[src/pkg/pcr_pkg.sv]
// constants and carrier types for the profiler configuration registers
package pcr_pkg;

  // model-specific register addresses
  localparam logic [31:0] PCR_CBADDR_MSR = 32'hc0000106;
  localparam logic [31:0] PCR_CFG_MSR = 32'hc0000105;

  // reset values
  localparam logic [63:0] PCR_CFG_RESET = 64'h0000000000000000;
  localparam logic [63:0] PCR_CBADDR_RESET = 64'h0000000000000000;

  // configuration word field positions
  localparam int PCR_CFG_VAL_BIT = 1;
  localparam int PCR_CFG_EVT_LO = 2;
  localparam int PCR_CFG_WRAP_BIT = 29;
  localparam int PCR_CFG_TS_BIT = 30;
  localparam int PCR_CFG_INT_BIT = 31;
  localparam int PCR_CFG_CORE_LO = 32;
  localparam int PCR_CFG_CORE_HI = 39;
  localparam int PCR_CFG_VEC_LO = 40;
  localparam int PCR_CFG_VEC_HI = 47;
  // writable bits: 1..6, 29..47
  localparam logic [63:0] PCR_CFG_WMASK = 64'h0000ffffe000007e;

  // feature availability bit in the extended-state enable mask
  localparam int PCR_XMASK_BIT = 62;

  // counter layout: index 0 is the value sample, 1..5 hardware events
  localparam int PCR_NUM_CNT = 6;
  localparam int PCR_NUM_HW_EVT = 5;

  // event identifiers written into records
  localparam logic [7:0] PCR_ID_VALUE = 8'h01;
  localparam logic [7:0] PCR_ID_EVT_BASE = 8'h01;
  localparam logic [7:0] PCR_ID_INSERT = 8'hff;

  // default sampling interval, counts of ticks minus one
  localparam int PCR_CNT_W = 16;
  localparam int PCR_INTERVAL_DEF = 0;

  typedef enum logic [1:0] {
    PCR_OP_LOAD,
    PCR_OP_STORE,
    PCR_OP_INSERT,
    PCR_OP_VALUE
  } pcr_op_t;

  typedef struct packed {
    logic valid;
    logic write;
    logic [31:0] addr;
    logic [63:0] data;
  } pcr_msr_req_t;

  typedef struct packed {
    logic valid;
    pcr_op_t op;
    logic [63:0] operand;
  } pcr_instr_req_t;

  typedef struct packed {
    logic [7:0] eventId;
    logic [7:0] coreTag;
    logic [63:0] timestamp;
    logic [63:0] data;
  } pcr_record_t;

endpackage : pcr_pkg

[src/hw/pcr_event_counter.sv]
// sampling counter that raises a sticky fire flag every INTERVAL+1 ticks
`timescale 1ns/10ps
module pcr_event_counter #(
  parameter int W = 16,
  parameter int INTERVAL = 0
) (
  input wire logic ref_clk,
  input wire logic rstn,
  input wire logic clear,
  input wire logic tick,
  input wire logic grant,
  output logic fire
);
  import pcr_pkg::*;

  localparam logic [W-1:0] RELOAD = W'(INTERVAL);

  logic [W-1:0] cnt_reg;
  logic fire_reg;

  initial
  begin
    if (W < 1 || INTERVAL < 0 || INTERVAL >= (2 ** W))
      $error("interval does not fit the counter width");
  end

  // counter decrements per tick, fires past zero and reloads
  always_ff @(posedge ref_clk or negedge rstn)
  begin
    if (!rstn)
      cnt_reg <= '0;
    else if (clear)
      cnt_reg <= RELOAD;
    else if (tick)
      cnt_reg <= (cnt_reg == '0) ? RELOAD : cnt_reg - W'(1);
  end

  // set wins over grant
  always_ff @(posedge ref_clk or negedge rstn)
  begin
    if (!rstn)
      fire_reg <= 1'b0;
    else if (clear)
      fire_reg <= 1'b0;
    else if (tick && cnt_reg == '0)
      fire_reg <= 1'b1;
    else if (grant)
      fire_reg <= 1'b0;
  end

  assign fire = fire_reg;
endmodule : pcr_event_counter

[src/hw/pcr_config_regs.sv]
// profiler configuration and control-block address registers with instruction gating
`timescale 1ns/10ps
module pcr_config_regs #(
  parameter int CNT_W = pcr_pkg::PCR_CNT_W,
  parameter int INTERVAL = pcr_pkg::PCR_INTERVAL_DEF
) (
  input wire logic ref_clk,
  input wire logic rstn,
  input pcr_pkg::pcr_msr_req_t msrReq,
  output logic msrAck,
  output logic [63:0] msrRdata,
  output logic msrGpFault,
  input wire logic profilerSupported,
  input wire logic [63:0] extStateEnableMask,
  input wire logic [63:0] dsBase,
  input pcr_pkg::pcr_instr_req_t instrReq,
  output logic instrDone,
  output logic instrUdFault,
  output logic [63:0] instrResult,
  input wire logic [4:0] eventPulse,
  input wire logic [63:0] timestampCounter,
  input wire logic timestampPresent,
  input wire logic thresholdCrossed,
  output logic recordValid,
  output pcr_pkg::pcr_record_t record,
  output logic thresholdIrq,
  output logic [7:0] irqVector,
  output logic wraparoundMode,
  output logic profilerActive,
  output logic [63:0] ctrlBlockLinearAddr
);
  import pcr_pkg::*;

  initial
  begin
    if (PCR_NUM_HW_EVT != 5 || PCR_NUM_CNT != PCR_NUM_HW_EVT + 1)
      $error("counter layout does not match event inputs");
  end

  logic [63:0] cfgReg;
  logic [63:0] cbaddrReg;
  logic activeReg;
  logic [63:0] valueDataReg;
  logic msrAckReg;
  logic [63:0] msrRdataReg;
  logic msrGpReg;
  logic instrDoneReg;
  logic instrUdReg;
  logic [63:0] instrResultReg;
  logic recordValidReg;
  pcr_record_t recordReg;
  logic irqReg;
  logic [7:0] irqVectorReg;
  logic wrapReg;

  logic msrWrCfg;
  logic msrRdCfg;
  logic msrWrCb;
  logic msrRdCb;
  logic msrUnmapped;
  logic stopWrite;
  logic available;
  logic instrOk;
  logic doLoad;
  logic doInsert;
  logic valueTick;
  logic clearCnt;
  logic [PCR_NUM_CNT-1:0] fires;
  logic [PCR_NUM_CNT-1:0] ticks;
  logic [PCR_NUM_CNT-1:0] grants;
  logic [7:0] grantId;
  logic grantAny;
  logic [63:0] stampNow;

  // register decode
  assign msrWrCfg = msrReq.valid && msrReq.write && msrReq.addr == PCR_CFG_MSR;
  assign msrRdCfg = msrReq.valid && !msrReq.write && msrReq.addr == PCR_CFG_MSR;
  assign msrWrCb = msrReq.valid && msrReq.write && msrReq.addr == PCR_CBADDR_MSR;
  assign msrRdCb = msrReq.valid && !msrReq.write && msrReq.addr == PCR_CBADDR_MSR;
  assign msrUnmapped = msrReq.valid && msrReq.addr != PCR_CFG_MSR && msrReq.addr != PCR_CBADDR_MSR;
  assign stopWrite = msrWrCb && msrReq.data == 64'h0000000000000000;

  // instruction gating
  assign available = profilerSupported && extStateEnableMask[PCR_XMASK_BIT];
  assign instrOk = instrReq.valid && available;
  assign doLoad = instrOk && instrReq.op == PCR_OP_LOAD && !stopWrite;
  assign doInsert = instrOk && instrReq.op == PCR_OP_INSERT && activeReg;
  assign valueTick = instrOk && instrReq.op == PCR_OP_VALUE && activeReg && cfgReg[PCR_CFG_VAL_BIT];
  assign clearCnt = stopWrite || doLoad;

  // configuration word, reserved bits held at zero
  always_ff @(posedge ref_clk or negedge rstn)
  begin
    if (!rstn)
      cfgReg <= PCR_CFG_RESET;
    else if (msrWrCfg)
      cfgReg <= msrReq.data & PCR_CFG_WMASK;
  end

  // control-block linear address and profiling state
  always_ff @(posedge ref_clk or negedge rstn)
  begin
    if (!rstn)
    begin
      cbaddrReg <= PCR_CBADDR_RESET;
      activeReg <= 1'b0;
    end
    else if (stopWrite)
    begin
      cbaddrReg <= PCR_CBADDR_RESET;
      activeReg <= 1'b0;
    end
    else if (doLoad)
    begin
      if (instrReq.operand == 64'h0000000000000000)
      begin
        cbaddrReg <= PCR_CBADDR_RESET;
        activeReg <= 1'b0;
      end
      else
      begin
        cbaddrReg <= instrReq.operand + dsBase;
        activeReg <= 1'b1;
      end
    end
  end

  // register read and write answers
  always_ff @(posedge ref_clk or negedge rstn)
  begin
    if (!rstn)
    begin
      msrAckReg <= 1'b0;
      msrRdataReg <= 64'h0000000000000000;
      msrGpReg <= 1'b0;
    end
    else
    begin
      msrAckReg <= msrReq.valid;
      msrGpReg <= msrUnmapped || (msrWrCb && !stopWrite);
      if (msrRdCfg)
        msrRdataReg <= cfgReg;
      else if (msrRdCb)
        msrRdataReg <= cbaddrReg;
      else
        msrRdataReg <= 64'h0000000000000000;
    end
  end

  // instruction completion
  always_ff @(posedge ref_clk or negedge rstn)
  begin
    if (!rstn)
    begin
      instrDoneReg <= 1'b0;
      instrUdReg <= 1'b0;
      instrResultReg <= 64'h0000000000000000;
    end
    else
    begin
      instrDoneReg <= instrReq.valid;
      instrUdReg <= instrReq.valid && !available;
      if (instrOk && instrReq.op == PCR_OP_STORE)
        instrResultReg <= activeReg ? cbaddrReg - dsBase : 64'h0000000000000000;
      else
        instrResultReg <= 64'h0000000000000000;
    end
  end

  // operand held for the value-sample record
  always_ff @(posedge ref_clk or negedge rstn)
  begin
    if (!rstn)
      valueDataReg <= 64'h0000000000000000;
    else if (valueTick)
      valueDataReg <= instrReq.operand;
  end

  // sampling counters
  assign ticks[0] = valueTick;
  genvar gi;
  generate
    for (gi = 1; gi < PCR_NUM_CNT; gi++)
    begin : g_evt
      assign ticks[gi] = eventPulse[gi-1] && activeReg && cfgReg[PCR_CFG_EVT_LO+gi-1];
    end
    for (gi = 0; gi < PCR_NUM_CNT; gi++)
    begin : g_cnt
      pcr_event_counter #(
        .W(CNT_W),
        .INTERVAL(INTERVAL)
      ) u_cnt (
        .ref_clk(ref_clk),
        .rstn(rstn),
        .clear(clearCnt),
        .tick(ticks[gi]),
        .grant(grants[gi]),
        .fire(fires[gi])
      );
    end
  endgenerate

  // insert has priority, then lowest counter index
  always_comb
  begin
    grants = '0;
    grantAny = 1'b0;
    grantId = PCR_ID_VALUE;
    if (!doInsert && activeReg && !clearCnt)
    begin
      for (int i = PCR_NUM_CNT - 1; i >= 0; i--)
      begin
        if (fires[i])
        begin
          grants = '0;
          grants[i] = 1'b1;
          grantAny = 1'b1;
          grantId = (i == 0) ? PCR_ID_VALUE : PCR_ID_EVT_BASE + 8'(i);
        end
      end
    end
  end

  assign stampNow = (cfgReg[PCR_CFG_TS_BIT] && timestampPresent) ? timestampCounter : 64'h0000000000000000;

  // event record output
  always_ff @(posedge ref_clk or negedge rstn)
  begin
    if (!rstn)
    begin
      recordValidReg <= 1'b0;
      recordReg <= '0;
    end
    else
    begin
      recordValidReg <= doInsert || grantAny;
      recordReg.coreTag <= cfgReg[PCR_CFG_CORE_HI:PCR_CFG_CORE_LO];
      recordReg.timestamp <= stampNow;
      if (doInsert)
      begin
        recordReg.eventId <= PCR_ID_INSERT;
        recordReg.data <= instrReq.operand;
      end
      else
      begin
        recordReg.eventId <= grantId;
        recordReg.data <= grants[0] ? valueDataReg : 64'h0000000000000000;
      end
    end
  end

  // threshold interrupt and mode
  always_ff @(posedge ref_clk or negedge rstn)
  begin
    if (!rstn)
    begin
      irqReg <= 1'b0;
      irqVectorReg <= 8'h00;
      wrapReg <= 1'b0;
    end
    else
    begin
      irqReg <= thresholdCrossed && activeReg && cfgReg[PCR_CFG_INT_BIT];
      irqVectorReg <= cfgReg[PCR_CFG_VEC_HI:PCR_CFG_VEC_LO];
      wrapReg <= cfgReg[PCR_CFG_WRAP_BIT];
    end
  end

  assign msrAck = msrAckReg;
  assign msrRdata = msrRdataReg;
  assign msrGpFault = msrGpReg;
  assign instrDone = instrDoneReg;
  assign instrUdFault = instrUdReg;
  assign instrResult = instrResultReg;
  assign recordValid = recordValidReg;
  assign record = recordReg;
  assign thresholdIrq = irqReg;
  assign irqVector = irqVectorReg;
  assign wraparoundMode = wrapReg;
  assign profilerActive = activeReg;
  assign ctrlBlockLinearAddr = cbaddrReg;
endmodule : pcr_config_regs

[config.mk]
export PLATFORM = sky130hd
export DESIGN_NAME = pcr_config_regs
export DESIGN_NICKNAME = d
export VERILOG_FILES = /design/src/pkg/pcr_pkg.sv /design/src/hw/pcr_event_counter.sv /design/src/hw/pcr_config_regs.sv
export SDC_FILE = /design/constraint.sdc
export NUM_CORES = 1
export LEC_CHECK = 0
export BUFFER_PORTS_ARGS = -buffer_cell sky130_fd_sc_hd__buf_4
export CAP_MARGIN = 15
export CORE_AREA = 2 2 283 285
export DETAILED_ROUTE_END_ITERATION = 7
export DIE_AREA = 0 0 285 287
export PLACE_DENSITY = 0.59
export SYNTH_ARGS = -nofsm -noshare
export SYNTH_HDL_FRONTEND = slang
export SYNTH_SLANG_ARGS = --single-unit
[constraint.sdc]
create_clock -name ref_clk -period 3.2 [get_ports ref_clk]
set_input_delay 0.64 -clock ref_clk [delete_from_list [all_inputs] [get_ports ref_clk]]
set_output_delay 0.64 -clock ref_clk [all_outputs]
set_load 0.01 [all_outputs]
Word-level counts from Yosys, hierarchy flattened. Cells that the tools add are included. Widths: inputs -> output; s select.

Eq/ne operators: 7. Add/subtract/negate cells: 8. Muxes and demuxes: 71. Reductions and logical operators: 72.

Operator list (count): $mux 64 (10); $mux 16 (18); $logic_not 64->1 (2); $logic_not 16->1 (6); $sub 16x1->16 const B (6); $add 64x64->64 (1); $eq 32x32->1 const B (2); $ne 32x32->1 const B (2); $sub 64x64->64 (1); $mux 8 (7); $logic_and 1x1->1 (42); $mux 6 (7); $mux 1 (28); $reduce_bool 3->1 (6); $reduce_bool 2->1 (7); $logic_not 1->1 (5); $eq 2x2->1 const B (2); $logic_or 1x1->1 (3); $mux 3 (1); $eq 2x1->1 const B (1); $logic_not 2->1 (1).

Word-level logic and storage cells: 188. Bits in registers: 543. Bits of input ports: 367.

Logic depth before layout (Yosys ltp).
Depth after elaboration: 12. Mapped depth: 13. Gate-level depth less buffers: 13.

Hierarchy. From an unflattened synthesis, not the netlist that was laid out.

Cells, all modules: 2819. Area, all modules: 28439.8 µm².

By module, submodules not included: pcr_config_regs (cells an instance 2261, area an instance 23042.1 µm², sequential area each 10935.5 µm², times used 1); pcr_event_counter (cells an instance 93, area an instance 899.6 µm², sequential area each 425.4 µm², times used 6).

Least setup slack after synthesis. No wires, ideal clock.

Kind: input port to flip-flop. Start: in dsBase[16]. End: reg instrResultReg[63], in the netlist instrResult[63]. Path buffers: 1. Path slack: -0.248 ns. Data required time: 3.066 ns. Data arrival time: 3.314 ns. Stages: 13. Cell sequence: inv_1 ha_1 buf_2 nand4_1 or3_1 a2111oi_0 a41o_1 o21ai_2 a211o_1 a2111oi_4 o211ai_1 a21oi_1 nor3b_2.

Cells in the longest elaborated chain, start to end: 3.

Ends and longest elaborated chain: start: declaration (RTL line pcr_config_regs.sv:15) `input wire logic [63:0] dsBase,`; $sub 64x64->64 (RTL line pcr_config_regs.sv:164) `instrResultReg <= activeReg ? cbaddrReg - dsBase : 64'h0000000000000000;`; $mux 64 (RTL line pcr_config_regs.sv:164); $mux 64 (RTL line pcr_config_regs.sv:163) `if (instrOk && instrReq.op == PCR_OP_STORE)`; end signal: assignment (RTL line pcr_config_regs.sv:164); end: declaration (RTL line pcr_config_regs.sv:49) `logic [63:0] instrResultReg;`.

No other way between the ends. A chain may end at the register's enable or synchronous reset.

Final worst setup path.
Start: reg cbaddrReg[17], in the netlist ctrlBlockLinearAddr[17]. End: reg instrResultReg[63], in the netlist instrResult[63].

Cells in the longest elaborated chain, start to end: 3.

Ends and longest elaborated chain: start: declaration (RTL line pcr_config_regs.sv:41) `logic [63:0] cbaddrReg;`; start signal: assignment (RTL line pcr_config_regs.sv:122) `cbaddrReg <= instrReq.operand + dsBase;`; $sub 64x64->64 (RTL line pcr_config_regs.sv:164); $mux 64 (RTL line pcr_config_regs.sv:164); $mux 64 (RTL line pcr_config_regs.sv:163).

No other way between the ends.

==> run summary <==
H-Tree Level Count: 2
CP endpoint kind: register
Share of cells above drive strength 1: 0.326
Area growth syn-to-layout: 42.1%
Initial antenna violation count: 3
Synth cell types: 87
Setup TNS: -124 ps
Post-synth ARST share: 1.00
Reg2Reg Depth: 11
Rel. slew slack: 0.408
Die ar.: 81800 um^2
Max FFs per register: 140
Number of global-route vias before repair: 26800
Most frequent cells in the layout: buf_4, dfrtp_1, nand2_1
Syn_nets: 3560
WP data required: 3720 ps
Iteration-0 DRC Markers: 2000
Maximum fanout along the worst path: 3
CTS root buffer: clkbuf_16
DR vias/cell: 5.27
Die Ht: 287 um
Nets: 4601
Outcome: finished, violations left
Worst slew pin tran: 889 ps
DRC: 0
Via count: 27300
Worst setup path end: instrResult[63]
CP Launch Point: ctrlBlockLinearAddr[17]
Final WL: 113 mm
Total power per unit cell area: 536 nW/um^2
Sink Count: 539
DR WL/cell: 21.8 um
Cell Rows: 103
Antenna-violating nets left: 0
First-pass GRT wire length: 167 mm
RSZ-0062 raised after global routing: yes
Clk Latency, worst-skew pair: 660 ps
Total grt overflow: 0
DRT Pass-1 Iters: 5
CTS Buffer Depth: 3
FMAX: 305 MHz
Top_reg_cell synth: dfrtp_1
Kind of critical path: reg2reg
Area of the core: 78600 um^2
CTS tree: yes
VDD IR max: 0.000436 V
Failing checks: setup timing
Buffers on Ports: 655
# fillers: 7441
Clock Skews: 25.8 ps
Initial core utilization: 0.361
Largest net degree at the start of global routing: 98
CP Launch Type: register
Period utilization: 1.03
FF-to-FF End: instrResult[63]
Period minus WS final: 3280 ps
Final worst slack: -81.6 ps
Worst r2r src: ctrlBlockLinearAddr[17]
Post-route insts no fill: 5193
Slew Viols, Final: 0
Placed Cells: 5065
Warnings, synthesis: 0
Most common cell after layout, fill and taps aside: buf_4
Final hold vios: 0
Final RePlAce weighted congestion: 0.979
Number of max-cap violations: 0
Gr usage total: 0.267
Synthesized flop and latch total: 539
Final setup violation count: 3
Reg2reg setup slack: -80 ps
I/O pin total: 719
Hold/Removal Path Class: in2reg
Final design utilization: 0.513
TritonCTS buffer count: 61
Post-synthesis sequential area ratio: 0.475
Post-synth EDFFs: 0
DPL Wire Length: 89.5 mm
Mapped Area: 28400 um^2
Worst EP arrival: 3800 ps
Clock transition at path regs: 60 ps
Leakage component of the power: 21.1 nW
Syn Area/Cell: 9.31 um^2
Die width: 285 um
Mapped Cells: 3052
==> layer usage <==
metal	vias to the layer above	track usage	routed length, um
li1	13000	-	-
met1	13400	0.366	50100
met2	837	0.436	52700
met3	144	0.0464	6760
met4	0	0.0770	3390
met5	-	0	0
==> cells in the mapped netlist, types with 6 or more instances <==
| cell type | number | area, um^2 |
|---|---|---|
| o21ai_0 | 200 | 1000 |
| and2_1 | 57 | 357 |
| a21oi_1 | 245 | 1230 |
| o21a_1 | 13 | 97.6 |
| nor2b_1 | 17 | 106 |
| a311oi_1 | 6 | 52.6 |
| nor3_1 | 87 | 435 |
| a41oi_1 | 7 | 61.3 |
| nor4_1 | 65 | 407 |
| dfrtp_1 | 539 | 13500 |
| or3_1 | 16 | 100 |
| o31ai_1 | 11 | 82.6 |
| nand2_1 | 368 | 1380 |
| nand2b_1 | 20 | 125 |
| a22o_1 | 95 | 832 |
| xnor2_1 | 63 | 552 |
| inv_1 | 118 | 443 |
| and3_1 | 95 | 594 |
| a21o_1 | 83 | 623 |
| mux2_2 | 26 | 293 |
| a211oi_1 | 14 | 105 |
| nand4_1 | 48 | 300 |
| buf_2 | 7 | 35.0 |
| xor2_1 | 49 | 429 |
| a31oi_1 | 21 | 131 |
| o21bai_1 | 31 | 233 |
| nand3_1 | 68 | 340 |
| nor2_1 | 243 | 912 |
| a22oi_1 | 16 | 120 |
| clkbuf_1 | 149 | 559 |
| a32oi_1 | 6 | 52.6 |
| nand3b_1 | 6 | 45.0 |
| o211ai_1 | 8 | 60.1 |
| ha_1 | 139 | 1740 |
| and4_1 | 6 | 52.6 |
==> per-stage QoR <==
step | hold WS [ps] | setup WS [ps] | instance area (um^2) | power [mW]
detailed placement | 383 | -666 | 37900 | 14.0
CTS | 78.2 | -5.14 | 40200 | 21.7
global placement | 377 | -662 | 37900 | 14.0
finish | 118 | -81.6 | 40400 | 21.6
floorplan | 344 | -38.9 | 28500 | 10.6
global route | 78.3 | -152 | 40400 | 22.7
==> cell families after synthesis <==
kind of cell             Yosys count  share of synthesized area
AND/OR/NAND/NOR                 1131                      0.192
AO/OA/AOI/OAI                    816                      0.186
flip-flops                       539                      0.475
buffers and inverters            284                     0.0386
adder cells (fa/ha/maj)          141                     0.0626
XOR/XNOR                         112                     0.0345
multiplexers                      29                     0.0114
==> power breakdown <==
group          internal (mW)  switching [mW]  total, mW  leakage, nW
clock network           4.52            2.96       7.49         1.06
registers               7.07           0.280       7.35         7.43
logic                   3.15            3.64       6.79         12.6
total                   14.7            6.88       21.6         21.1
==> layout make-up <==
cell class / count / area, um^2 / area share
multi-input combinational: 2229 / 14200 / 0.351
sequential: 539 / 13500 / 0.334
timing repair buffer: 1144 / 8790 / 0.218
clock buffer: 87 / 1790 / 0.0444
tap: 1050 / 1310 / 0.0325
inverter: 118 / 444 / 0.0110
clock inverter: 23 / 345 / 0.00855
antenna: 3 / 7.51 / 0.000186
==> critical path, cell delays in order, from the launching register on <==
cell and delay (ps):
dfrtp_1 410, ha_4 280, nand4_1 240, or3_4 420, a2111oi_4 190, a41o_1 230, o21ai_4 140, a211o_1 360
a2111oi_4 430, o211ai_1 180, a21oi_1 190, nor3b_2 60
==> worst min-delay path by stage <==
stage | start | end | slack (ps) | cells past startpoint
2_1_floorplan | rstn | cfgReg[1] | 340 | 0
3_3_place_gp | cfgReg[34] | record[130] | 380 | 0
3_5_place_dp | cfgReg[34] | record[130] | 380 | 0
4_1_cts | instrReq[66] | instrDone | 80 | 1
5_1_grt | instrReq[66] | instrDone | 80 | 1
6_report | instrReq[66] | instrDone | 120 | 1
==> repair_timing <==
item,in CTS,in global routing
pin swaps,10,17
setup endpoints to repair,17,29
buffers inserted,9,6
resized for setup,20,25
endpoints found under the hold margin,23,0
hold buffers,1,0
(Power assumes the default switching activity.)
